$ cat config.mk
export PLATFORM = sky130hd
export DESIGN_NAME = wdit_top
export DESIGN_NICKNAME = d
export VERILOG_FILES = /design/src/design/wdit_pkg.sv /design/src/design/wdit_top.sv
export VERILOG_INCLUDE_DIRS = /design/src /design/src/design
export SDC_FILE = /design/constraint.sdc
export NUM_CORES = 1
export LEC_CHECK = 0
export CAP_MARGIN = 15
export CELL_PAD_IN_SITES_DETAIL_PLACEMENT = 1
export CELL_PAD_IN_SITES_GLOBAL_PLACEMENT = 1
export CORE_ASPECT_RATIO = 1.2
export CORE_MARGIN = 2
export CORE_UTILIZATION = 43
export DETAILED_ROUTE_END_ITERATION = 16
export DONT_BUFFER_PORTS = 1
export PLACE_DENSITY = 0.77
export RECOVER_POWER = 25
export SETUP_SLACK_MARGIN = 0.02
export SLEW_MARGIN = 20
export SYNTH_ARGS = -nofsm -noshare
export SYNTH_HDL_FRONTEND = slang
export SYNTH_SLANG_ARGS = --single-unit
$ cat constraint.sdc
create_clock -name clk -period 9.4 [get_ports clk]
set_input_delay 0.94 -clock clk [delete_from_list [all_inputs] [get_ports clk]]
set_output_delay 0.94 -clock clk [all_outputs]
set_load 0.05 [all_outputs]
$ cat src/design/wdit_defs.svh
// Register offsets, field positions, reset values and timing counts
`ifndef WDIT_DEFS_SVH
`define WDIT_DEFS_SVH

`define WDIT_ADDR_W 8
`define WDIT_CTRL_OFS 8'hC9
`define WDIT_IRQ_STAT_OFS 8'hD0
`define WDIT_IRQ_MASK_OFS 8'hD1
`define WDIT_MODE_STAT_OFS 8'hD2

`define WDIT_CLR_MSB 7
`define WDIT_CLR_LSB 4
`define WDIT_EN_BIT 3
`define WDIT_MODE_BIT 2
`define WDIT_INT_MSB 1
`define WDIT_INT_LSB 0

`define WDIT_CTRL_RST 8'h00
`define WDIT_KEY_FIRST 4'hA
`define WDIT_KEY_SECOND 4'h5

`define WDIT_IRQ_TIMER_BIT 0
`define WDIT_IRQ_RESET_BIT 1

`define WDIT_CNT_W 15
`define WDIT_IVL_00 16'h8000
`define WDIT_IVL_01 16'h2000
`define WDIT_IVL_10 16'h0200
`define WDIT_IVL_11 16'h0040

`define WDIT_CLK_HZ 50000000
`define WDIT_WDCLK_HZ 32768
`define WDIT_RESET_PULSE 8'h04

`endif

$ cat src/design/wdit_pkg.sv
// Types shared by the watchdog and interval timer
package wdit_pkg;

  typedef enum logic [3:0] {
    WDIT_PM_ACTIVE = 4'h1,
    WDIT_PM_IDLE = 4'h2,
    WDIT_PM_LIGHT = 4'h4,
    WDIT_PM_DEEP = 4'h8
  } wdit_pm_e;

  typedef struct packed {
    logic [7:0] addr;
    logic [7:0] wdata;
    logic wr;
    logic rd;
  } wdit_bus_s;

  typedef enum logic [1:0] {
    WDIT_KEY_IDLE = 2'h1,
    WDIT_KEY_ARMED = 2'h2
  } wdit_key_e;

endpackage : wdit_pkg

$ cat src/design/wdit_top.sv
// Watchdog and interval timer with register port and power-mode handling
`timescale 1ns/1ps
`include "wdit_defs.svh"

module wdit_top #(
  parameter int unsigned CLK_HZ = `WDIT_CLK_HZ,
  parameter int unsigned WDCLK_HZ = `WDIT_WDCLK_HZ
) (
  // Clock and reset
  input wire logic clk,
  input wire logic sys_rst,
  // Register port
  input wire wdit_pkg::wdit_bus_s bus,
  output logic [7:0] rdata,
  // Power mode and interrupt enable
  input wire wdit_pkg::wdit_pm_e power_mode,
  input wire logic timer_interval_irq_enable,
  // Events
  output logic timer_interval_flag,
  output logic system_reset_req,
  output logic irq
);
  import wdit_pkg::*;

  localparam int unsigned TICK_DIV = CLK_HZ / WDCLK_HZ;
  localparam int unsigned HALF_DIV = TICK_DIV / 2;
  localparam logic [`WDIT_CNT_W-1:0] CNT_ONE =
    {{(`WDIT_CNT_W-1){1'b0}}, 1'b1};

  // The key window is half a tick, so a tick needs a few clocks to split
  if (TICK_DIV < 4 || TICK_DIV > 65536) begin : g_div_chk
    $error("Watchdog clock ratio out of range");
  end

  // ==========================================================
  // Watchdog clock divider
  // Key window counts system clocks down from HALF_DIV, so it is half a period rounded down.
  logic [15:0] div_r, div_nxt;
  logic tick_r, tick_nxt;

  always_comb begin
    div_nxt = div_r + 16'h0001;
    tick_nxt = 1'b0;
    if (div_r >= 16'(TICK_DIV - 1)) begin
      div_nxt = 16'h0000;
      tick_nxt = 1'b1;
    end
  end

  always_ff @(posedge clk) begin
    if (sys_rst) begin
      div_r <= 16'h0000;
      tick_r <= 1'b0;
    end else begin
      div_r <= div_nxt;
      tick_r <= tick_nxt;
    end
  end

  // ==========================================================
  // Control register, key sequence and counter
  logic en_r, en_nxt;
  logic mode_r, mode_nxt;
  logic [1:0] ivl_r, ivl_nxt;
  logic [3:0] clr_r, clr_nxt;
  wdit_key_e key_r, key_nxt;
  logic [15:0] win_r, win_nxt;
  logic clear_pend_r, clear_pend_nxt;
  logic [`WDIT_CNT_W-1:0] cnt_r, cnt_nxt;
  logic expired_r, expired_nxt;
  logic [15:0] limit;
  logic ctrl_wr, hit, deep, light;
  logic [3:0] key_in;

  assign ctrl_wr = bus.wr && bus.addr == `WDIT_CTRL_OFS;
  assign key_in = bus.wdata[`WDIT_CLR_MSB:`WDIT_CLR_LSB];
  assign deep = power_mode == WDIT_PM_DEEP;
  assign light = power_mode == WDIT_PM_LIGHT;

  always_comb begin
    unique case (ivl_r)
      2'b00: limit = `WDIT_IVL_00;
      2'b01: limit = `WDIT_IVL_01;
      2'b10: limit = `WDIT_IVL_10;
      2'b11: limit = `WDIT_IVL_11;
    endcase
  end

  assign hit = {1'b0, cnt_r} + 16'h0001 >= limit;

  always_comb begin
    en_nxt = en_r;
    mode_nxt = mode_r;
    ivl_nxt = ivl_r;
    clr_nxt = clr_r;
    key_nxt = key_r;
    win_nxt = win_r;
    // A tick consumes a pending clear; a key landing on it re-arms it
    clear_pend_nxt = clear_pend_r && !tick_r;
    cnt_nxt = cnt_r;
    expired_nxt = 1'b0;
    if (key_r == WDIT_KEY_ARMED) begin
      if (win_r == 16'h0000) begin
        key_nxt = WDIT_KEY_IDLE;
      end else begin
        win_nxt = win_r - 16'h0001;
      end
    end
    if (ctrl_wr) begin
      ivl_nxt = bus.wdata[`WDIT_INT_MSB:`WDIT_INT_LSB];
      if (!(en_r && !mode_r)) begin
        mode_nxt = bus.wdata[`WDIT_MODE_BIT];
      end
      if (bus.wdata[`WDIT_EN_BIT]) begin
        en_nxt = 1'b1;
        if (!en_r) begin
          cnt_nxt = '0;
        end
      end else if (mode_r || !en_r) begin
        en_nxt = 1'b0;
      end
      if (en_r) begin
        clr_nxt = key_in;
        if (key_in == `WDIT_KEY_FIRST) begin
          key_nxt = WDIT_KEY_ARMED;
          win_nxt = 16'(HALF_DIV);
        end else if (key_in == `WDIT_KEY_SECOND &&
                     key_r == WDIT_KEY_ARMED && win_r != 16'h0000) begin
          key_nxt = WDIT_KEY_IDLE;
          clear_pend_nxt = 1'b1;
        end else if (mode_r && key_in[0]) begin
          clear_pend_nxt = 1'b1;
        end else begin
          key_nxt = WDIT_KEY_IDLE;
        end
      end
    end
    if (deep) begin
      cnt_nxt = '0;
      clear_pend_nxt = 1'b0;
    end else if (tick_r) begin
      if (clear_pend_r) begin
        cnt_nxt = '0;
      end else if (en_r) begin
        if (hit) begin
          cnt_nxt = '0;
          expired_nxt = 1'b1;
        end else begin
          cnt_nxt = cnt_r + CNT_ONE;
        end
      end
    end
  end

  always_ff @(posedge clk) begin
    if (sys_rst) begin
      en_r <= 1'b0;
      mode_r <= 1'b0;
      ivl_r <= 2'b00;
      clr_r <= 4'h0;
      key_r <= WDIT_KEY_IDLE;
      win_r <= 16'h0000;
      clear_pend_r <= 1'b0;
      cnt_r <= '0;
      expired_r <= 1'b0;
    end else begin
      en_r <= en_nxt;
      mode_r <= mode_nxt;
      ivl_r <= ivl_nxt;
      clr_r <= clr_nxt;
      key_r <= key_nxt;
      win_r <= win_nxt;
      clear_pend_r <= clear_pend_nxt;
      cnt_r <= cnt_nxt;
      expired_r <= expired_nxt;
    end
  end

  // ==========================================================
  // Timeout handling, reset and interrupt
  // A light-sleep timeout is held until wake so the reset still happens.
  logic wd_pend_r, wd_pend_nxt;
  logic [7:0] rst_cnt_r, rst_cnt_nxt;
  logic flag_r, flag_nxt;
  logic [1:0] stat_r, stat_nxt;
  logic [1:0] mask_r, mask_nxt;
  logic [7:0] rdata_nxt;
  logic irq_nxt;
  logic fire;

  assign fire = wd_pend_r && !light && !deep;

  always_comb begin
    wd_pend_nxt = wd_pend_r;
    rst_cnt_nxt = rst_cnt_r;
    flag_nxt = flag_r;
    stat_nxt = stat_r;
    mask_nxt = mask_r;
    rdata_nxt = 8'h00;
    if (bus.rd) begin
      unique case (bus.addr)
        `WDIT_CTRL_OFS: rdata_nxt = {clr_r, en_r, mode_r, ivl_r};
        `WDIT_IRQ_STAT_OFS: begin
          rdata_nxt = {6'h00, stat_r};
          stat_nxt = 2'b00;
        end
        `WDIT_IRQ_MASK_OFS: rdata_nxt = {6'h00, mask_r};
        `WDIT_MODE_STAT_OFS: rdata_nxt = {7'h00, flag_r};
        default: rdata_nxt = 8'h00;
      endcase
    end
    if (bus.wr && bus.addr == `WDIT_IRQ_MASK_OFS) begin
      mask_nxt = bus.wdata[1:0];
    end
    if (bus.wr && bus.addr == `WDIT_MODE_STAT_OFS && bus.wdata[0]) begin
      flag_nxt = 1'b0;
    end
    if (expired_r && !mode_r) begin
      wd_pend_nxt = 1'b1;
    end
    if (expired_r && mode_r) begin
      flag_nxt = 1'b1;
      stat_nxt[`WDIT_IRQ_TIMER_BIT] = 1'b1;
    end
    if (fire) begin
      wd_pend_nxt = 1'b0;
      rst_cnt_nxt = `WDIT_RESET_PULSE;
      stat_nxt[`WDIT_IRQ_RESET_BIT] = 1'b1;
    end else if (rst_cnt_r != 8'h00) begin
      rst_cnt_nxt = rst_cnt_r - 8'h01;
    end
    irq_nxt = |(stat_nxt & mask_nxt) ||
              (flag_nxt && timer_interval_irq_enable);
  end

  always_ff @(posedge clk) begin
    if (sys_rst) begin
      wd_pend_r <= 1'b0;
      rst_cnt_r <= 8'h00;
      flag_r <= 1'b0;
      stat_r <= 2'b00;
      mask_r <= 2'b00;
      rdata <= 8'h00;
      irq <= 1'b0;
      system_reset_req <= 1'b0;
      timer_interval_flag <= 1'b0;
    end else begin
      wd_pend_r <= wd_pend_nxt;
      rst_cnt_r <= rst_cnt_nxt;
      flag_r <= flag_nxt;
      stat_r <= stat_nxt;
      mask_r <= mask_nxt;
      rdata <= rdata_nxt;
      irq <= irq_nxt;
      system_reset_req <= rst_cnt_nxt != 8'h00;
      timer_interval_flag <= flag_nxt;
    end
  end

  // ==========================================================
  // Checks
  a_deep_clears_cnt: assert property (@(posedge clk) disable iff (sys_rst)
    deep |=> cnt_r == '0) else $error("Counter not cleared in deep sleep");
  a_wd_no_disable: assert property (@(posedge clk) disable iff (sys_rst)
    en_r && !mode_r |=> en_r) else $error("Watchdog got disabled");
  a_timer_stop_en: assert property (@(posedge clk) disable iff (sys_rst)
    ctrl_wr && mode_r && !bus.wdata[`WDIT_EN_BIT] |=> !en_r)
    else $error("Timer did not stop");
  a_key_clear_cnt: assert property (@(posedge clk) disable iff (sys_rst)
    ctrl_wr && en_r && key_r == WDIT_KEY_ARMED && win_r != 16'h0000 &&
    key_in == `WDIT_KEY_SECOND && !deep |=> clear_pend_r)
    else $error("Key sequence not honoured");
  a_no_clr_disabled: assert property (@(posedge clk) disable iff (sys_rst)
    ctrl_wr && !en_r |=> clr_r == $past(clr_r))
    else $error("Clear field changed while disabled");
  a_light_no_reset: assert property (@(posedge clk) disable iff (sys_rst)
    light && rst_cnt_r == 8'h00 |=> !system_reset_req)
    else $error("Reset issued in light sleep");
  a_wd_timeout_rst: assert property (@(posedge clk) disable iff (sys_rst)
    expired_r && !mode_r && power_mode == WDIT_PM_ACTIVE
    ##1 power_mode == WDIT_PM_ACTIVE |=> system_reset_req)
    else $error("Watchdog timeout gave no reset");
  a_timer_sets_flag: assert property (@(posedge clk) disable iff (sys_rst)
    expired_r && mode_r |=> timer_interval_flag && !system_reset_req ||
    $past(rst_cnt_r) != 8'h00)
    else $error("Timer timeout did not set flag");
  a_mode_frozen: assert property (@(posedge clk) disable iff (sys_rst)
    en_r && !mode_r |=> !mode_r) else $error("Mode changed");

endmodule : wdit_top

==> out/summary.txt <==
Diode count: 0
Warnings from Yosys: 0
Initial Util: 0.445
Final Util: 0.475
Hold Crit Class: flip-flop to flip-flop
Layout cell share with drive strength beyond 1: 0.0716
Mapped Cells: 461
Routability congestion estimate: 0.802
Crit path max-delay cell type: dfxtp_1
Async SR Flop Fraction: 0
Drt initial violations: 97
Largest net degree at the start of global routing: 33
Top post-synthesis cells by area: dfxtp_1 (42%), nor2_1 (6.3%), xnor2_1 (4.3%), xor2_1 (3.5%), ha_1 (3.1%)
Max VDD drop: 0.128 mV
Internal power: 0.576 mW
Clock transition at path regs: 0.09 ns
Area growth syn-to-layout: 6.84%
Worst relative slew slack: 0.469
Post-CTS Resized: 0
Setup Fix Bufs, Post-CTS: 0
Type of origin of the critical path: flip-flop
Synth top area share: 0.416
CP Data Arrival Time: 3.89 ns
Final wirelength: 9.45 mm
Via/cell ratio: 5.58
Avg Synthesized Cell Area: 8.77 um^2
First-pass GRT wire length: 15.8 mm
Num CTS Buffers: 9
CTS tree: yes
Setup TNS Final: 0 ns
Area leader, netlist: dfxtp_1
Post-Layout Inst Area: 4320 um^2
Wire per inst: 16.3 um
Clock latency on the worst-skew pair: 0.36 ns
Initial antenna violation count: 0
Max-Cap Viols: 0
Final setup viols: 0
Vias in the first global route: 3291
CTS root buf: clkbuf_8
Pre-Repair DR Iteration Count: 5
Final hold violation count: 0
Most frequent cells in the layout: dfxtp_1 (84), nor2_1 (68), nand2_1 (32)
Fillers: 1082
Congestion Overflow GR: 0
Main synth FF type: dfxtp_1
ANT nets after route: 0
Number of clock sinks: 84
Netlist cell types: 64
Core Area: 9080 um^2
Measured slew at the worst slew-check pin: 0.789 ns
Sequential fraction of the synthesis area: 0.416
DP Wirelength: 7.00 mm
Post-DP Area: 4100 um^2
RSZ-0062 raised after global routing: false
Pwr Density: 185 nW/um^2
DRC viols: 0
Register area: 1680 um^2
Via Count: 3242
CP peak stage delay: 0.47 ns
Achievable frequency: 279 MHz
Die Ht: 110 um
Leak Pwr: 1.58 nW
Sw Share: 0.280
Number of enable flip-flop cells after synthesis: 0
Post-Syn Area: 4040 um^2
Psw: 0.224 mW
# hold bufs at CTS: 0
Final worst-path cycle share: 0.381
WP data required: 9.71 ns
Cells along the critical path: and4_1 -> nand2_1 -> nor2_1 -> nand3_1 -> nor2_1 -> xor2_1 -> ha_1 -> and2_0 -> a221o_2 -> a211o_1 -> nor2_4 -> a221o_2
Clock share of power: 0.354
Htree depth: 3
Io pins: 36
IO Port Bufs: 0
CP Max Fanout: 11
Worst hold slack: 0.470 ns
Skew final: 0.0118 ns
Setup CP Type: flip-flop to flip-flop
Crit end category: flip-flop
Total GRT Usage: 0.197
Reg power frac: 0.495
Rows: 38
Final Slew Violations: 0
Fin nets: 491
Status: finished clean
Most common cell after layout, fill and taps aside: dfxtp_1
Die X: 92.5 um
Period minus WS final: 3.58 ns
Logic pwr share: 0.151
Longest Clk Path Bufs: 2
Die Area: 10200 um^2
Yosys reg bits: 84
Area of the multi-input gates: 2210 um^2
==> critical path, delay by kind of cell, from the launching register on <==
family	cells	cell delay [ns]
and+or+nand+nor	7	1.56
AOI/OAI and AO/OA	3	1.04
xor gates and xnor gates	1	0.20
DFF	1	0.47
adders and majority gates	1	0.25
==> metal layers <==
layer  vias up  GRT usage  part of all wire
met5         -          0                 0
met4         0     0.0672             0.015
met3        11     0.0435             0.030
met2        27      0.358              0.53
met1      1582      0.229              0.43
li1       1622          -                 -
==> power groups by stage <==
| stage | clock network [mW] | registers (mW) | logic, mW |
|---|---|---|---|
| floorplan | 0 | 0.399 | 0.102 |
| global placement | 0 | 0.403 | 0.115 |
| detailed placement | 0 | 0.404 | 0.120 |
| CTS | 0.293 | 0.396 | 0.122 |
| global route | 0.305 | 0.399 | 0.139 |
| finish | 0.283 | 0.396 | 0.120 |
==> metrics by stage <==
step | total power, mW | cells | setup WS (ns)
after global routing | 0.843 | 581 | 5.55
final | 0.800 | 581 | 5.82
after floorplan | 0.501 | 465 | 6.30
after CTS | 0.811 | 581 | 5.84
after detailed placement | 0.524 | 565 | 5.86
after global placement | 0.518 | 565 | 5.95
==> area by class of cell <==
class,instances,area share
flip-flops and latches,84,0.389
well taps,120,0.0348
inverters,15,0.0130
clock inverters,7,0.0212
multi-input cells,346,0.513
clock buffers,9,0.0287
==> final timing paths <==
check	slack [ns]	endpoint	from	cells after the start
setup reg to reg	5.82	cnt_r[8]	cnt_r[3]	12
setup / recovery	5.82	cnt_r[8]	cnt_r[3]	12
hold reg to reg	0.47	div_r[0]	div_r[0]	1
hold / removal	0.47	div_r[0]	div_r[0]	1
==> kinds of logic (layout without fill, tap and decap cells) <==
| logic type | after synthesis | after routing | share of synthesized area |
|---|---|---|---|
| AOI/OAI and AO/OA | 74 | 74 | 0.135 |
| xor gates and xnor gates | 36 | 36 | 0.0780 |
| adders and majority gates | 10 | 10 | 0.0310 |
| buffers and inverters | 35 | 31 | 0.0396 |
| DFF | 84 | 84 | 0.416 |
| muxes | 9 | 9 | 0.0223 |
| other | 1 | 5 | 0.000928 |
| and+or+nand+nor | 212 | 212 | 0.277 |
==> sequential cells by signal, indices dropped and copies added (netlist names) <==
signal            count
cnt_r                15
flag_r                1
mode_r                1
stat_r                2
ivl_r                 2
en_r                  1
clear_pend_r          1
expired_r             1
key_r                 2
win_r                16
rst_cnt_r             8
rdata                 8
irq                   1
clr_r                 4
mask_r                2
wd_pend_r             1
tick_r                1
div_r                16
system_reset_req      1
==> cells in the mapped netlist, types with 3 or more instances <==
master	n
dfxtp_1	84
nor2_1	68
nand2_1	32
a21oi_1	24
nor3_1	21
nand3_1	20
xnor2_1	20
xor2_1	16
inv_1	15
clkbuf_1	11
ha_1	10
nand2b_1	10
and3_1	9
mux2i_1	9
a221o_1	7
nand4_1	7
a31oi_1	6
a211oi_1	5
nor4b_1	5
o21ai_0	5
clkbuf_2	4
nor2b_1	4
nor4_1	4
o31ai_1	4
or3_1	4
or4_1	4
a211o_1	3
and2_1	3
buf_6	3
nand3b_1	3
or4_4	3
Power figures use the tool's default switching activity.
